`src/common/pmda_params.svh`:
```
// Register offsets, field positions and reset values of the diagnostic flags and alert block
`ifndef PMDA_PARAMS_SVH
`define PMDA_PARAMS_SVH

// ----------------------------------------------------------------
// Register map
// ----------------------------------------------------------------
`define PMDA_ADDR_W 6
`define PMDA_DIAG_ADDR 6'h0B
`define PMDA_DIAG_RESET 16'h0001

// ----------------------------------------------------------------
// Field positions of the diagnostic register
// ----------------------------------------------------------------
`define PMDA_BIT_HOLD 15
`define PMDA_BIT_ROUTE 14
`define PMDA_BIT_AVGSEL 13
`define PMDA_BIT_LEVEL 12
`define PMDA_BIT_ENERGY 11
`define PMDA_BIT_CHARGE 10
`define PMDA_BIT_MATH 9
`define PMDA_BIT_RSVD 8
`define PMDA_BIT_LIM_HI 7
`define PMDA_BIT_LIM_LO 2
`define PMDA_BIT_CONV 1
`define PMDA_BIT_TRIM 0

// ----------------------------------------------------------------
// Datapath scaling
// ----------------------------------------------------------------
`define PMDA_POWER_LIMIT_SHIFT 8
`define PMDA_AVG_NONE 3'h0

`endif

```
`src/common/pmda_pkg.sv`:
```
// Types shared by the diagnostic flags and alert block
package pmda_pkg;

  // ----------------------------------------------------------------
  // Register word and alert behaviour
  // ----------------------------------------------------------------
  typedef logic [15:0] pmda_word_t;

  // Alert pin follows the fault, or holds it until the register is read
  typedef enum logic {
    PMDA_TRANSPARENT,
    PMDA_LATCHED
  } pmda_alert_mode_t;

endpackage

```
`src/core/pmda_diag_alert.sv`:
```
// Diagnostic flags register and open-drain alert pin of the power monitor
`include "pmda_params.svh"

module pmda_diag_alert (
  input wire logic i_core_clk,                    // Device clock, 250 MHz
  input wire logic i_rst_b,                       // Power-up reset, active low
  // Register port from the serial bus slave
  input wire logic [`PMDA_ADDR_W-1:0] i_reg_addr, // Register address
  input wire logic i_reg_wr,                      // Write strobe, one cycle
  input wire logic [15:0] i_reg_wdata,            // Write data
  input wire logic i_reg_rd,                      // Read strobe, one cycle
  output logic [15:0] o_reg_rdata,                // Read data, registered
  output logic o_reg_rvalid,                      // Read data valid pulse
  // Measurement events
  input wire logic [2:0] i_averaging_count,       // Averaging setting
  input wire logic i_raw_valid,                   // Raw sample strobe
  input wire logic [11:0] i_raw_temp,             // Raw die temperature
  input wire logic [15:0] i_raw_current,          // Raw current
  input wire logic [14:0] i_raw_vbus,             // Raw bus voltage
  input wire logic [23:0] i_raw_power,            // Raw power
  input wire logic i_avg_valid,                   // Averaged result strobe
  input wire logic [11:0] i_avg_temp,             // Averaged die temperature
  input wire logic [15:0] i_avg_current,          // Averaged current
  input wire logic [14:0] i_avg_vbus,             // Averaged bus voltage
  input wire logic [23:0] i_avg_power,            // Averaged power
  // Thresholds from the limit registers
  input wire logic [11:0] i_temp_limit,           // Temperature over-limit
  input wire logic [15:0] i_current_high_limit,   // Current over-limit
  input wire logic [15:0] i_current_low_limit,    // Current under-limit
  input wire logic [14:0] i_vbus_high_limit,      // Bus over-limit
  input wire logic [14:0] i_vbus_low_limit,       // Bus under-limit
  input wire logic [15:0] i_power_limit,          // Power limit, 256 power LSB
  // Datapath status events
  input wire logic i_conv_start,                  // New triggered conversion
  input wire logic i_conv_done,                   // Conversion cycle complete
  input wire logic i_math_overflow,               // Calculation overflowed
  input wire logic i_energy_overflow,             // Energy accumulator wrapped
  input wire logic i_charge_overflow,             // Charge accumulator wrapped
  input wire logic i_accumulator_clear,           // Accumulator clear control
  input wire logic i_trim_checksum_err,           // Trim memory checksum error
  // Alert pin, open drain
  output logic o_alert_o,                         // Pin output value, always low
  output logic o_alert_oe_b,                      // Low while pulling the pin
  output logic o_alert_active                     // Alert state, registered
);

  // ----------------------------------------------------------------
  // Reset
  // ----------------------------------------------------------------
  logic rst_sync_b; // Released reset used by all logic below

  pmda_rst_sync u_rst_sync (
    .i_core_clk(i_core_clk),
    .i_rst_b(i_rst_b),
    .o_rst_sync_b(rst_sync_b)
  );

  // ----------------------------------------------------------------
  // Register access decode
  // ----------------------------------------------------------------
  logic diag_sel; // Address hits the diagnostic register
  logic diag_wr;  // Write to the diagnostic register
  logic diag_rd;  // Read of the diagnostic register

  always_comb begin
    diag_sel = (i_reg_addr == `PMDA_DIAG_ADDR);
    diag_wr = i_reg_wr && diag_sel;
    diag_rd = i_reg_rd && diag_sel;
  end

  // ----------------------------------------------------------------
  // Control bits
  // ----------------------------------------------------------------
  pmda_pkg::pmda_alert_mode_t hold_reg, hold_next; // Alert hold mode
  logic route_reg, route_next;                     // Conversion-ready routing
  logic avgsel_reg, avgsel_next;                   // Averaged compare select
  logic level_reg, level_next;                     // Alert active level

  // Only the four control bits take write data; flag bits ignore writes
  always_comb begin
    hold_next = hold_reg;
    route_next = route_reg;
    avgsel_next = avgsel_reg;
    level_next = level_reg;
    if (diag_wr) begin
      hold_next = pmda_pkg::pmda_alert_mode_t'(i_reg_wdata[`PMDA_BIT_HOLD]);
      route_next = i_reg_wdata[`PMDA_BIT_ROUTE];
      avgsel_next = i_reg_wdata[`PMDA_BIT_AVGSEL];
      level_next = i_reg_wdata[`PMDA_BIT_LEVEL];
    end
  end

  // Control register state
  always_ff @(posedge i_core_clk or negedge rst_sync_b) begin
    if (!rst_sync_b) begin
      hold_reg <= pmda_pkg::PMDA_TRANSPARENT;
      route_reg <= 1'b0;
      avgsel_reg <= 1'b0;
      level_reg <= 1'b0;
    end else begin
      hold_reg <= hold_next;
      route_reg <= route_next;
      avgsel_reg <= avgsel_next;
      level_reg <= level_next;
    end
  end

  // ----------------------------------------------------------------
  // Compare source capture
  // ----------------------------------------------------------------
  logic take_avg;                    // Compare on averaged results
  logic cmp_take;                    // Capture strobe for compare values
  logic cap_valid_reg, cap_valid_next; // At least one value captured
  logic [11:0] cap_temp_reg, cap_temp_next;
  logic [15:0] cap_current_reg, cap_current_next;
  logic [14:0] cap_vbus_reg, cap_vbus_next;
  logic [23:0] cap_power_reg, cap_power_next;

  // With no averaging the raw sample is the result, so raw is used;
  // with averaging and averaged compare selected, averaged values only land once averaging is complete
  always_comb begin
    take_avg = avgsel_reg && (i_averaging_count != `PMDA_AVG_NONE);
    cmp_take = take_avg ? i_avg_valid : i_raw_valid;
    cap_valid_next = cap_valid_reg || cmp_take;
    cap_temp_next = cap_temp_reg;
    cap_current_next = cap_current_reg;
    cap_vbus_next = cap_vbus_reg;
    cap_power_next = cap_power_reg;
    if (cmp_take) begin
      cap_temp_next = take_avg ? i_avg_temp : i_raw_temp;
      cap_current_next = take_avg ? i_avg_current : i_raw_current;
      cap_vbus_next = take_avg ? i_avg_vbus : i_raw_vbus;
      cap_power_next = take_avg ? i_avg_power : i_raw_power;
    end
  end

  // Captured compare values
  always_ff @(posedge i_core_clk or negedge rst_sync_b) begin
    if (!rst_sync_b) begin
      cap_valid_reg <= 1'b0;
      cap_temp_reg <= 12'h000;
      cap_current_reg <= 16'h0000;
      cap_vbus_reg <= 15'h0000;
      cap_power_reg <= 24'h000000;
    end else begin
      cap_valid_reg <= cap_valid_next;
      cap_temp_reg <= cap_temp_next;
      cap_current_reg <= cap_current_next;
      cap_vbus_reg <= cap_vbus_next;
      cap_power_reg <= cap_power_next;
    end
  end

  // ----------------------------------------------------------------
  // Limit comparators
  // ----------------------------------------------------------------
  logic [5:0] raw_hit; // {temp, cur hi, cur lo, vbus hi, vbus lo, power}
  logic [5:0] lim_hit; // Hits, ignored before the first capture
  logic [23:0] power_limit_wide; // Power limit scaled to power LSB

  assign power_limit_wide = {i_power_limit, {`PMDA_POWER_LIMIT_SHIFT{1'b0}}};

  pmda_limit_cmp #(.WIDTH(12), .IS_SIGNED(1'b1), .IS_OVER(1'b1)) u_cmp_temp (
    .i_value(cap_temp_reg), .i_limit(i_temp_limit), .o_hit(raw_hit[5]));
  pmda_limit_cmp #(.WIDTH(16), .IS_SIGNED(1'b1), .IS_OVER(1'b1)) u_cmp_cur_hi (
    .i_value(cap_current_reg), .i_limit(i_current_high_limit), .o_hit(raw_hit[4]));
  pmda_limit_cmp #(.WIDTH(16), .IS_SIGNED(1'b1), .IS_OVER(1'b0)) u_cmp_cur_lo (
    .i_value(cap_current_reg), .i_limit(i_current_low_limit), .o_hit(raw_hit[3]));
  pmda_limit_cmp #(.WIDTH(15), .IS_SIGNED(1'b0), .IS_OVER(1'b1)) u_cmp_vbus_hi (
    .i_value(cap_vbus_reg), .i_limit(i_vbus_high_limit), .o_hit(raw_hit[2]));
  pmda_limit_cmp #(.WIDTH(15), .IS_SIGNED(1'b0), .IS_OVER(1'b0)) u_cmp_vbus_lo (
    .i_value(cap_vbus_reg), .i_limit(i_vbus_low_limit), .o_hit(raw_hit[1]));
  pmda_limit_cmp #(.WIDTH(24), .IS_SIGNED(1'b0), .IS_OVER(1'b1)) u_cmp_power (
    .i_value(cap_power_reg), .i_limit(power_limit_wide), .o_hit(raw_hit[0]));

  // Reset values must not trip an under-limit before any measurement
  assign lim_hit = cap_valid_reg ? raw_hit : 6'h00;

  // ----------------------------------------------------------------
  // Flags
  // ----------------------------------------------------------------
  logic [5:0] lim_flags_reg, lim_flags_next; // Limit flags, bits 7..2
  logic conv_reg, conv_next;                 // Conversion-done flag
  logic math_reg, math_next;                 // Arithmetic overflow flag
  logic energy_reg, energy_next;             // Energy overflow flag
  logic charge_reg, charge_next;             // Charge overflow flag
  logic trim_ok_reg, trim_ok_next;           // Trim checksum status
  logic latched;                             // Hold mode in effect
  logic rd_clear;                            // Read clears held flags

  // Every set term is ORed in after the clear so an event never gets lost
  always_comb begin
    latched = (hold_reg == pmda_pkg::PMDA_LATCHED);
    rd_clear = latched && diag_rd;
    if (latched) begin
      lim_flags_next = (lim_flags_reg & ~{6{rd_clear}}) | lim_hit;
    end else begin
      lim_flags_next = lim_hit;
    end
    conv_next = (conv_reg && !i_conv_start && !rd_clear) || i_conv_done;
    math_next = (math_reg && !i_conv_start && !i_accumulator_clear) || i_math_overflow;
    energy_next = (energy_reg && !i_accumulator_clear) || i_energy_overflow;
    charge_next = (charge_reg && !i_accumulator_clear) || i_charge_overflow;
    trim_ok_next = trim_ok_reg && !i_trim_checksum_err;
  end

  // Flag state; checksum status comes out of reset as normal
  always_ff @(posedge i_core_clk or negedge rst_sync_b) begin
    if (!rst_sync_b) begin
      lim_flags_reg <= 6'h00;
      conv_reg <= 1'b0;
      math_reg <= 1'b0;
      energy_reg <= 1'b0;
      charge_reg <= 1'b0;
      trim_ok_reg <= 1'b1;
    end else begin
      lim_flags_reg <= lim_flags_next;
      conv_reg <= conv_next;
      math_reg <= math_next;
      energy_reg <= energy_next;
      charge_reg <= charge_next;
      trim_ok_reg <= trim_ok_next;
    end
  end

  // ----------------------------------------------------------------
  // Alert pin
  // ----------------------------------------------------------------
  logic alert_cond;                   // Alert should be asserted
  logic alert_reg, alert_next;        // Registered alert state
  logic oe_b_reg, oe_b_next;          // Registered pin enable

  // Open drain: active-high is shown by releasing the pin, so the pull-up
  // must be present; idle is then shown by pulling low
  always_comb begin
    alert_cond = (|lim_flags_reg) || (route_reg && conv_reg);
    alert_next = alert_cond;
    oe_b_next = ~(alert_cond ^ level_reg);
  end

  // Pin state, released under reset
  always_ff @(posedge i_core_clk or negedge rst_sync_b) begin
    if (!rst_sync_b) begin
      alert_reg <= 1'b0;
      oe_b_reg <= 1'b1;
    end else begin
      alert_reg <= alert_next;
      oe_b_reg <= oe_b_next;
    end
  end

  assign o_alert_o = 1'b0;
  assign o_alert_oe_b = oe_b_reg;
  assign o_alert_active = alert_reg;

  // ----------------------------------------------------------------
  // Read data
  // ----------------------------------------------------------------
  pmda_pkg::pmda_word_t diag_word;   // Current register image
  pmda_pkg::pmda_word_t rdata_reg, rdata_next;
  logic rvalid_reg, rvalid_next;

  // The image before the read clear is returned, so a flag is seen once
  always_comb begin
    diag_word = `PMDA_DIAG_RESET;
    diag_word[`PMDA_BIT_HOLD] = hold_reg;
    diag_word[`PMDA_BIT_ROUTE] = route_reg;
    diag_word[`PMDA_BIT_AVGSEL] = avgsel_reg;
    diag_word[`PMDA_BIT_LEVEL] = level_reg;
    diag_word[`PMDA_BIT_ENERGY] = energy_reg;
    diag_word[`PMDA_BIT_CHARGE] = charge_reg;
    diag_word[`PMDA_BIT_MATH] = math_reg;
    diag_word[`PMDA_BIT_RSVD] = 1'b0;
    diag_word[`PMDA_BIT_LIM_HI:`PMDA_BIT_LIM_LO] = lim_flags_reg;
    diag_word[`PMDA_BIT_CONV] = conv_reg;
    diag_word[`PMDA_BIT_TRIM] = trim_ok_reg;
    rvalid_next = diag_rd;
    rdata_next = diag_rd ? diag_word : 16'h0000;
  end

  // Read answer one cycle after the strobe
  always_ff @(posedge i_core_clk or negedge rst_sync_b) begin
    if (!rst_sync_b) begin
      rdata_reg <= 16'h0000;
      rvalid_reg <= 1'b0;
    end else begin
      rdata_reg <= rdata_next;
      rvalid_reg <= rvalid_next;
    end
  end

  assign o_reg_rdata = rdata_reg;
  assign o_reg_rvalid = rvalid_reg;
endmodule // pmda_diag_alert

```
`src/core/pmda_limit_cmp.sv`:
```
// One limit comparator: over or under a threshold, signed or unsigned
module pmda_limit_cmp #(
  parameter int WIDTH = 16,     // Width of value and threshold
  parameter bit IS_SIGNED = 1'b1, // Two's complement compare
  parameter bit IS_OVER = 1'b1  // 1: hit above limit, 0: hit below
) (
  input wire logic [WIDTH-1:0] i_value, // Measured value
  input wire logic [WIDTH-1:0] i_limit, // Threshold
  output logic o_hit                    // Value is beyond the limit
);

  // ----------------------------------------------------------------
  // Compare
  // ----------------------------------------------------------------
  logic above; // Strictly greater than the limit
  logic below; // Strictly less than the limit

  // Equal to the limit is not a violation in either direction
  always_comb begin
    if (IS_SIGNED) begin
      above = $signed(i_value) > $signed(i_limit);
      below = $signed(i_value) < $signed(i_limit);
    end else begin
      above = i_value > i_limit;
      below = i_value < i_limit;
    end
    o_hit = IS_OVER ? above : below;
  end

endmodule // pmda_limit_cmp

```
`src/core/pmda_rst_sync.sv`:
```
// Reset release synchroniser: asynchronous assert, two-flop release
module pmda_rst_sync (
  input wire logic i_core_clk, // Device clock
  input wire logic i_rst_b,    // Raw reset, active low
  output logic o_rst_sync_b    // Released reset, active low
);

  // ----------------------------------------------------------------
  // Release chain
  // ----------------------------------------------------------------
  logic meta_reg; // First stage, read only by the second

  // Both stages take constants under reset; release ripples through
  always_ff @(posedge i_core_clk or negedge i_rst_b) begin
    if (!i_rst_b) begin
      meta_reg <= 1'b0;
      o_rst_sync_b <= 1'b0;
    end else begin
      meta_reg <= 1'b1;
      o_rst_sync_b <= meta_reg;
    end
  end

endmodule // pmda_rst_sync

```
`config.mk`:
```
export PLATFORM = sky130hd
export DESIGN_NAME = pmda_diag_alert
export DESIGN_NICKNAME = d
export VERILOG_FILES = /design/src/common/pmda_pkg.sv /design/src/core/pmda_diag_alert.sv /design/src/core/pmda_limit_cmp.sv /design/src/core/pmda_rst_sync.sv
export VERILOG_INCLUDE_DIRS = /design/src /design/src/common
export SDC_FILE = /design/constraint.sdc
export NUM_CORES = 1
export LEC_CHECK = 0
export CORE_UTILIZATION = 50
export DETAILED_ROUTE_END_ITERATION = 10
export DONT_BUFFER_PORTS = 1
export PLACE_DENSITY = 0.69
export SYNTH_ARGS = -nofsm -noshare
export SYNTH_HDL_FRONTEND = slang
export SYNTH_SLANG_ARGS = --single-unit
export TNS_END_PERCENT = 30
```
`constraint.sdc`:
```
create_clock -name i_core_clk -period 6.4 [get_ports i_core_clk]
set_clock_uncertainty 0.05 [all_clocks]
set_input_delay 1.28 -clock i_core_clk [delete_from_list [all_inputs] [get_ports i_core_clk]]
set_output_delay 1.28 -clock i_core_clk [all_outputs]
set_load 0.05 [all_outputs]
```
==> impl_metrics.toml, run 1 <==
[routing]
wl_mm = 15.2
post_drt_via_cell_ratio = 5.55
dr.pass1.iters = 4
initialDrtViolationCount = 227
drt-wirelength-per-cell_um = 17.8
via_count = 4738
detail-route-antenna-nets = 0
detail_route.drc_violations = 0

[global_route]
gr-usage-all-layers_pct = 22.9
maximum_number_of_pins_on_one_net_before_global_route_repair = 75
number_of_antenna_violations_at_the_first_check_in_global_routing = 0
global_route_wire_length_before_repair_mm = 23.5
vias_in_the_first_global_route = 4898
grt_remaining_overflow = 0

[sta]
holdWs_ns = 0.313
finalSetupViolations = 0
layout_min_cycle_time_ns = 3.46
report.final.slew_viol_count = 0
relSlewSlack_pct = 50.3
setup_slack_ns = 2.94
finalHoldViolations = 0
worst-slew-pin-transition_ns = 0.727
fmax_mhz = 289
post-route-period-util_pct = 54.1
setup_repair_after_global_routing_missed_its_margin = "false"
finalSetupTns_ns = 0

[setup_path]
cp.arrival_ns = 3.61
endpoint_kind = "register"
setup.reg_to_reg.worst_slack_ns = 3.58
rr_startpoint = "avgsel_reg"
worstRegToRegCells = 6
worst_r2r_endpoint = "cap_power_reg[9]"
crit_path_max_fanout = 74
critPathRequiredTime_ns = 6.55
critPathKind = "input port to register"
startpoint_type = "input port"

[clocking]
cts.repair.resized = 0
clock-root-buffer = "clkbuf_16"
numCtsBuffers = 9
insertion_delay_ns = 0.34
path_clk_slew_ns = 0.07
cts_setup_buffers = 0
count_of_hold_buffers_inserted_by_post_cts_repair = 0
clk_path_buf_depth = 2
cts-htree-levels = 3
cts_tree = "done"
cts.sink_count = 103

[place]
dp_slack_ns = 2.56
dp_wirelength_mm = 12.4
port_buffers = 0
routability_congestion_estimate = 0.825
detailed_place.area_mm2 = 0.00673

[floorplanning]
num_rows = 41
die_y_um = 117
die_x_um = 117
initial_utilization_pct = 51.7
io_pins = 282
die_area_mm2 = 0.0136
design.core.area_mm2 = 0.0127

[synthesis]
yosys.cell_types.count = 49
postSynthCellCount = 686
synth_enable_flop_cells = 0
syn-cell-area_mm2 = 0.00657
syn-mean-instance-area_um2 = 9.58
yosys_warnings = 0
postSynth.asyncResetShare_pct = 100
prevailing_post_synth_register_cell = "dfrtp_1"
ys_seq_area_share_pct = 39.3
synth.ff_latch_count = 103

[finish]
final_nets = 1027
layout-area-overhead-vs-synth_pct = 6.97
fraction_of_final_layout_cells_sized_beyond_drive_strength_1_pct = 5.28
largest_register_ff_count = 24
antenna_diode_instance_count = 0
fin_util_pct = 55.3
layout_filler_cell_count = 1158
layout.cells.most_common_list = "dfrtp_1, inv_1, ha_1, nand2_1, o21ai_1"
post-route-cell-area_mm2 = 0.00703
mostFrequentLayoutCell = "dfrtp_1"

[run_status]
outcome = "finished clean"

[pwr]
max-vdd-ir-drop_mv = 0.180
switching_share_pct = 32.1
power_per_cell_area_mw_per_mm2 = 267
internal_power_w = 0.00127
flop_pwr_share_pct = 44.8
power.clock.fraction_pct = 30.0
power_switching_w = 0.000603
leakage_nw = 3.91
power.share.combinational_pct = 25.1

[job]
maxCapViolations = 0

[worst_hold_path]
hold_depth = 0
worst_hold_endpoint = "u_rst_sync.o_rst_sync_b"
hold_path.startpoint = "u_rst_sync.meta_reg"
hold_class = "register to register"
[area by class of cell]
class	instances	area, um^2	share of cell area, %
Clock inverter	7	78.8	1.12
Sequential cell	103	2580	36.8
Tap cell	172	215	3.06
Timing Repair Buffer	5	37.5	0.534
Clock buffer	9	225	3.20
Multi-Input combinational cell	461	3530	50.2
Inverter	97	364	5.18
[worst max-delay path, cell delays in order]
cell and delay (ns):
o31ai_4 0.21, buf_4 0.43, mux2i_4 0.29, buf_4 0.50, buf_4 0.65, o21ai_1 0.16
[worst max-delay path by stage]
| stage | startpoint | endpoint | slack, ns | cells past startpoint |
|---|---|---|---|---|
| final | i_averaging_count[1] | cap_power_reg[9] | 2.94 | 6 |
| after global routing | i_averaging_count[1] | cap_temp_reg[11] | 2.72 | 7 |
| after CTS | i_averaging_count[1] | cap_power_reg[17] | 2.94 | 6 |
| after detailed placement | i_averaging_count[1] | cap_vbus_reg[6] | 2.56 | 6 |
| after global placement | i_averaging_count[1] | cap_power_reg[0] | 2.64 | 6 |
| after floorplan | u_rst_sync.o_rst_sync_b | avgsel_reg | 3.27 | 0 |
[kinds of logic (layout without fill, tap and decap cells)]
group / Yosys count / count (layout) / share of synthesized area (%)
buffers and inverters: 123 / 118 / 7.48
AND/OR/NAND/NOR: 150 / 150 / 11.4
adder cells (fa/ha/maj): 88 / 88 / 16.8
other: 2 / 3 / 0.114
flip-flops: 103 / 103 / 39.3
multiplexers: 73 / 73 / 11.2
XOR/XNOR: 1 / 1 / 0.133
AO/OA/AOI/OAI: 146 / 146 / 13.7
[power groups by stage]
stage | clock, W | combinational (W) | sequential (W)
6_report | 0.000563 | 0.000472 | 0.000842
5_1_grt | 0.000606 | 0.000547 | 0.000857
4_1_cts | 0.000577 | 0.000477 | 0.000843
3_5_place_dp | 0 | 0.000474 | 0.000856
3_3_place_gp | 0 | 0.000442 | 0.000850
2_1_floorplan | 0 | 0.000375 | 0.000826
[synth_stat cells, drive strengths merged, types with 7 or more instances]
cell	number	area share, %
dfrtp	101	38
inv	97	5.5
ha	88	17
o21ai	77	5.9
nand2	75	4.3
mux2i	69	11
a21oi	23	1.8
a21o	18	2.1
nand4	17	1.6
buf	16	1.4
and2	15	1.5
clkbuf	10	0.57
nand3	8	0.61
nor2b	8	0.80
nor2	7	0.40
[through the flow]
| stage | total power [W] | std cells |
|---|---|---|
| 2_1_floorplan | 0.00120 | 687 |
| 3_3_place_gp | 0.00129 | 838 |
| 3_5_place_dp | 0.00133 | 838 |
| 4_1_cts | 0.00190 | 854 |
| 5_1_grt | 0.00201 | 854 |
| 6_report | 0.00188 | 854 |
[layer usage]
metal / share of wire (%) / GRT usage [%] / up-vias
li1: - / - / 2361
met1: 42 / 28.1 / 2180
met2: 51 / 40.7 / 176
met3: 5.8 / 4.26 / 21
met4: 1.8 / 7.09 / 0
met5: 0 / 0 / -
Note: power is estimated with default switching activity, not from simulation.
==> inputs of run 2 (changes only) <==
--- a/config.mk
+++ b/config.mk
@@ -9,7 +9,7 @@
 export CORE_UTILIZATION = 50
 export DETAILED_ROUTE_END_ITERATION = 10
 export DONT_BUFFER_PORTS = 1
-export PLACE_DENSITY = 0.69
+export PLACE_DENSITY = 0.72
 export SYNTH_ARGS = -nofsm -noshare
 export SYNTH_HDL_FRONTEND = slang
 export SYNTH_SLANG_ARGS = --single-unit
==> constraint.sdc (replaced) <==
create_clock -name i_core_clk -period 2.8 [get_ports i_core_clk]
set_clock_uncertainty 0.05 [all_clocks]
set_input_delay 0.56 -clock i_core_clk [delete_from_list [all_inputs] [get_ports i_core_clk]]
set_output_delay 0.56 -clock i_core_clk [all_outputs]
set_load 0.05 [all_outputs]
==> impl_metrics.toml, run 2 (same netlist as run 1, synthesis figures left out) <==
[global_route]
gr-usage-all-layers_pct = 22.7
maximum_number_of_pins_on_one_net_before_global_route_repair = 88
number_of_antenna_violations_at_the_first_check_in_global_routing = 0
vias_in_the_first_global_route = 4825
grt_remaining_overflow = 0
global_route_wire_length_before_repair_mm = 23.0

[sta]
layout_min_cycle_time_ns = 2.40
finalHoldViolations = 0
report.final.slew_viol_count = 0
worst-slew-pin-transition_ns = 0.875
post-route-period-util_pct = 85.7
holdWs_ns = 0.188
finalSetupTns_ns = 0
fmax_mhz = 417
finalSetupViolations = 0
relSlewSlack_pct = 40.1
setup_repair_after_global_routing_missed_its_margin = "false"

[place]
dp_wirelength_mm = 12.3
routability_congestion_estimate = 0.862
port_buffers = 0
dp.cells = 841

[setup_path]
critPathKind = "register to register"
ordered_cell_list_for_the_critical_path = "ha_1 -> a21o_1 -> a21oi_1 -> nor2_1 -> a2111oi_0 -> a32oi_1 -> nand3_1"
startpoint_type = "register"
critPathRequiredTime_ns = 3.02
slowest_delay_ns = 0.78
cp.arrival_ns = 2.62
setup.reg_to_reg.worst_slack_ns = 0.40
endpoint_kind = "register"
critPathBufInv = 0
crit_path_max_fanout = 3
timing.critical_path.slowest_stage_cell = "a2111oi_0"
timing.critical_path.max_delay_family = "compound AO/OA/AOI/OAI gates"

[routing]
detail-route-antenna-nets = 0
post_drt_via_cell_ratio = 5.56
dr.pass1.iters = 4
detail_route.drc_violations = 0
initialDrtViolationCount = 229
wl_mm = 15.1
via_count = 4767
drt-wirelength-per-cell_um = 17.6

[pwr]
power_per_cell_area_mw_per_mm2 = 599
max-vdd-ir-drop_mv = 0.367
leakage_nw = 3.93

[finish]
stdcell_count = 858
largest_register_ff_count = 24
layout.cells.most_common_list = "dfrtp_1, inv_1, ha_1, nand2_1, o21ai_1"
layout-area-overhead-vs-synth_pct = 7.60
antenna_diode_instance_count = 0
final_nets = 1031
mostFrequentLayoutCell = "dfrtp_1"
fraction_of_final_layout_cells_sized_beyond_drive_strength_1_pct = 5.54

[floorplanning]
die_x_um = 117
io_pins = 282
num_rows = 41
initial_utilization_pct = 51.7
design.core.area_mm2 = 0.0127
die_y_um = 117
die_area_mm2 = 0.0136

[clocking]
path_clk_slew_ns = 0.07
cts.sink_count = 103
clock-root-buffer = "clkbuf_16"
numCtsBuffers = 9
cts_setup_buffers = 0
clk_path_buf_depth = 2
cts-htree-levels = 3
cts_tree = "done"
insertion_delay_ns = 0.35

[job]
maxCapViolations = 0

[run_status]
outcome = "finished clean"

[worst_hold_path]
hold_class = "input port to register"
## run 2: cell count changes in the layout (fill, tap and decap cells not counted)
cell / before / now
buf_12: 0 / 2
buf_4: 5 / 6
bufinv_16: 1 / 0
clkbuf_1: 0 / 1
clkbuf_8: 0 / 3
clkinv_2: 1 / 2
clkinvlp_4: 2 / 1
dlygate4sd3_1: 0 / 1
inv_6: 2 / 0
inv_8: 1 / 0
## run 2: per-layer routing
layer  vias up  routed length, um  global-route usage, %
met3        22                975                   4.77
met2       183               7450                   39.4
met4         0                238                   8.27
met5         -                  0                      0
li1       2364                  -                      -
met1      2198               6450                   27.7
## run 2: through the flow
step / setup slack [ns] / total power (W) / instance area, um^2 / utilization [%]
6_report: 0.400 / 0.00423 / 7070 / 55.6
5_1_grt: 0.391 / 0.00453 / 7070 / 55.6
4_1_cts: 0.493 / 0.00428 / 7070 / 55.6
3_5_place_dp: 0.316 / 0.00306 / 6770 / 53.2
3_3_place_gp: 0.518 / 0.00298 / 6770 / 53.2
2_1_floorplan: 0.701 / 0.00275 / 6580 / -
## run 2: power by group
group	leakage, nW	switching [W]	internal (W)
clock	0.142	0.000531	0.000673
combinational	2.53	0.000585	0.000506
sequential	1.27	0.000223	0.00171
## run 2: final cells by class
type | instances | area, um^2
clock buffer | 13 | 270
clock inverter | 3 | 17.5
fill | 1180 | 5650
inverter | 97 | 364
multi-input combinational | 461 | 3530
sequential | 103 | 2580
tap | 172 | 215
timing repair buffer | 9 | 95.1
## run 2: worst paths after layout
check / startpoint / endpoint / cells after the start
worst min register to register: u_rst_sync.meta_reg / u_rst_sync.o_rst_sync_b / 0
worst max-delay path: cap_current_reg[9] / lim_flags_reg[3] / 7
worst min-delay path: i_trim_checksum_err / trim_ok_reg / 1
max in group asynchronous: u_rst_sync.o_rst_sync_b / cap_power_reg[12] / 1
worst max register to register: cap_current_reg[9] / lim_flags_reg[3] / 7
min in group asynchronous: u_rst_sync.o_rst_sync_b / cap_temp_reg[2] / 0
## run 2: what timing repair did
action / 4_1_cts / 5_1_grt
hold buffers: 1 / 0
endpoints found under the hold margin: 2 / 0
resized for setup: 0 / 0
==> inputs of run 3 (changes only) <==
--- a/config.mk
+++ b/config.mk
@@ -6,6 +6,7 @@
 export SDC_FILE = /design/constraint.sdc
 export NUM_CORES = 1
 export LEC_CHECK = 0
+export ABC_AREA = 1
 export CORE_UTILIZATION = 50
 export DETAILED_ROUTE_END_ITERATION = 10
 export DONT_BUFFER_PORTS = 1
==> impl_metrics.toml, run 3 <==
[run_status]
outcome = "finished clean"

[pwr]
power.clock.fraction_pct = 26.4
switching_share_pct = 33.7
power_per_cell_area_mw_per_mm2 = 626
flop_pwr_share_pct = 43.8
max-vdd-ir-drop_mv = 0.425
power.share.combinational_pct = 29.8
power_switching_w = 0.00150
internal_power_w = 0.00296
leakage_nw = 3.69

[setup_path]
ordered_cell_list_for_the_critical_path = "o31ai_4 -> buf_4 -> mux2i_1 -> a21oi_1"
critPathBufInv = 1
cp.arrival_ns = 2.04
critPathKind = "input port to register"
startpoint_type = "input port"
endpoint_kind = "register"
timing.critical_path.slowest_stage_cell = "buf_4"
crit_path_max_fanout = 33
critPathRequiredTime_ns = 2.97
slowest_delay_ns = 0.54
timing.critical_path.max_delay_family = "compound AO/OA/AOI/OAI gates"

[synthesis]
synth.ff_latch_count = 103
yosys.cell_types.count = 32
postSynth.asyncResetShare_pct = 100
synth_enable_flop_cells = 0
syn-cell-area_mm2 = 0.00666
ys_seq_area_share_pct = 38.7
netlist_top_cells_count = "inv_1, a21oi_1, dfrtp_1, nor2_1, ha_1"
synth.most_common_cell = "inv_1"
prevailing_post_synth_register_cell = "dfrtp_1"
synth.largest_area_cell = "dfrtp_1"
yosys_top_cell_area_share_pct = 37.9
netlist_top_cells_area = "dfrtp_1, ha_1, mux2i_1"
syn-mean-instance-area_um2 = 8.53
postSynthCellCount = 781
yosys_warnings = 0

[finish]
layout-area-overhead-vs-synth_pct = 6.87
final_nets = 1126
fraction_of_final_layout_cells_sized_beyond_drive_strength_1_pct = 3.97
largest_register_ff_count = 24
mostFrequentLayoutCell = "inv_1"
antenna_diode_instance_count = 0
layout.cells.most_common_list = "inv_1, a21oi_1, dfrtp_1, nor2_1, ha_1"
stdcell_count = 952

[global_route]
grt_remaining_overflow = 0
maximum_number_of_pins_on_one_net_before_global_route_repair = 79
vias_in_the_first_global_route = 5519
number_of_antenna_violations_at_the_first_check_in_global_routing = 0
global_route_wire_length_before_repair_mm = 25.4
gr-usage-all-layers_pct = 23.1

[floorplanning]
num_rows = 41
io_pins = 282
design.core.area_mm2 = 0.0128
die_x_um = 117
die_area_mm2 = 0.0138
initial_utilization_pct = 52.0
die_y_um = 117

[place]
routability_congestion_estimate = 0.877
dp.cells = 936
dp_wirelength_mm = 12.3
port_buffers = 0

[job]
maxCapViolations = 0

[routing]
detail-route-antenna-nets = 0
dr.pass1.iters = 6
drt-wirelength-per-cell_um = 16.1
wl_mm = 15.3
initialDrtViolationCount = 210
post_drt_via_cell_ratio = 5.38
detail_route.drc_violations = 0
via_count = 5121

[sta]
finalHoldViolations = 0
report.final.slew_viol_count = 0
fmax_mhz = 533
finalSetupTns_ns = 0
finalSetupViolations = 0
setup_repair_after_global_routing_missed_its_margin = "false"
post-route-period-util_pct = 67.0
worst-slew-pin-transition_ns = 0.736
layout_min_cycle_time_ns = 1.87
relSlewSlack_pct = 50.9

[clocking]
cts.repair.resized = 0
cts-htree-levels = 3
clk_path_buf_depth = 2
insertion_delay_ns = 0.35
cts.sink_count = 103
numCtsBuffers = 9
cts_tree = "done"
path_clk_slew_ns = 0.06
clock-root-buffer = "clkbuf_16"

[worst_hold_path]
hold_class = "input port to register"
[run 3: cell types whose count changed after synthesis, sizes merged, moves of 9 or more]
cell and delta:
a21o -18, a21oi +88, and2 -14, clkbuf -9
inv +40, nor2 +92, o21ai -49
[run 3: cell type report]
class	count	area (um^2)
Fill cell	1197	5700
Multi-Input combinational cell	517	3430
Sequential cell	103	2580
Inverter	137	514
Clock buffer	13	260
Tap cell	172	215
Timing Repair Buffer	8	100
Clock inverter	2	16.3
[run 3: final timing paths]
| path | depth (start not counted) | startpoint | slack [ns] | end |
|---|---|---|---|---|
| min reg2reg | 0 | u_rst_sync.meta_reg | 0.30 | u_rst_sync.o_rst_sync_b |
| max | 4 | i_averaging_count[1] | 0.93 | cap_current_reg[3] |
| max in group asynchronous | 1 | u_rst_sync.o_rst_sync_b | 1.63 | cap_power_reg[11] |
| max reg2reg | 4 | avgsel_reg | 1.06 | cap_current_reg[3] |
| min in group asynchronous | 0 | u_rst_sync.o_rst_sync_b | 0.34 | o_reg_rdata[13] |
| min | 1 | i_trim_checksum_err | 0.20 | trim_ok_reg |
[run 3: worst reg2reg max path, stage by stage, from the launching register on]
cell	delay, ns
dfrtp_1	0.41
o31ai_4	0.14
buf_4	0.54
mux2i_1	0.38
a21oi_1	0.10
[run 3: cell families after synthesis]
kind of cell / count (synthesis) / synth area share (%)
AO/OA/AOI/OAI: 150 / 11.7
flip-flops: 103 / 38.7
adder cells (fa/ha/maj): 88 / 16.5
AND/OR/NAND/NOR: 211 / 13.0
XOR/XNOR: 1 / 0.131
other: 2 / 0.113
multiplexers: 64 / 9.63
buffers and inverters: 162 / 10.2
[run 3: layer usage]
metal | part of all wire [%] | track usage (%)
met2 | 51 | 42.5
met4 | 2.7 | 8.52
met5 | 0 | 0
met3 | 5.5 | 6.18
met1 | 41 | 25.2
[run 3: repair_timing]
item / 4_1_cts / 5_1_grt
hold buffers: 1 / 0
hold endpoints to repair: 2 / 0
setup buffers: 0 / 0
[run 3: power by group through the flow]
stage                     clock network [W]  logic (W)  registers, W
after floorplan                           0    0.00106       0.00193
after global placement                    0    0.00126       0.00197
after detailed placement                  0    0.00133       0.00198
after CTS                           0.00122    0.00134       0.00195
after global routing                0.00127    0.00156       0.00199
final                               0.00118    0.00133       0.00195
[run 3: stage by stage]
stage                     instance area, um^2  power, W  utilization [%]  hold slack [ns]  worst slack [ns]
after floorplan                          6670   0.00298                -            0.214              1.02
after global placement                   6830   0.00322             53.3            0.214             0.628
after detailed placement                 6830   0.00331             53.3            0.214             0.599
after CTS                                7120   0.00451             55.5            0.184             0.966
after global routing                     7120   0.00482             55.5            0.181             0.866
final                                    7120   0.00446             55.5            0.203             0.925
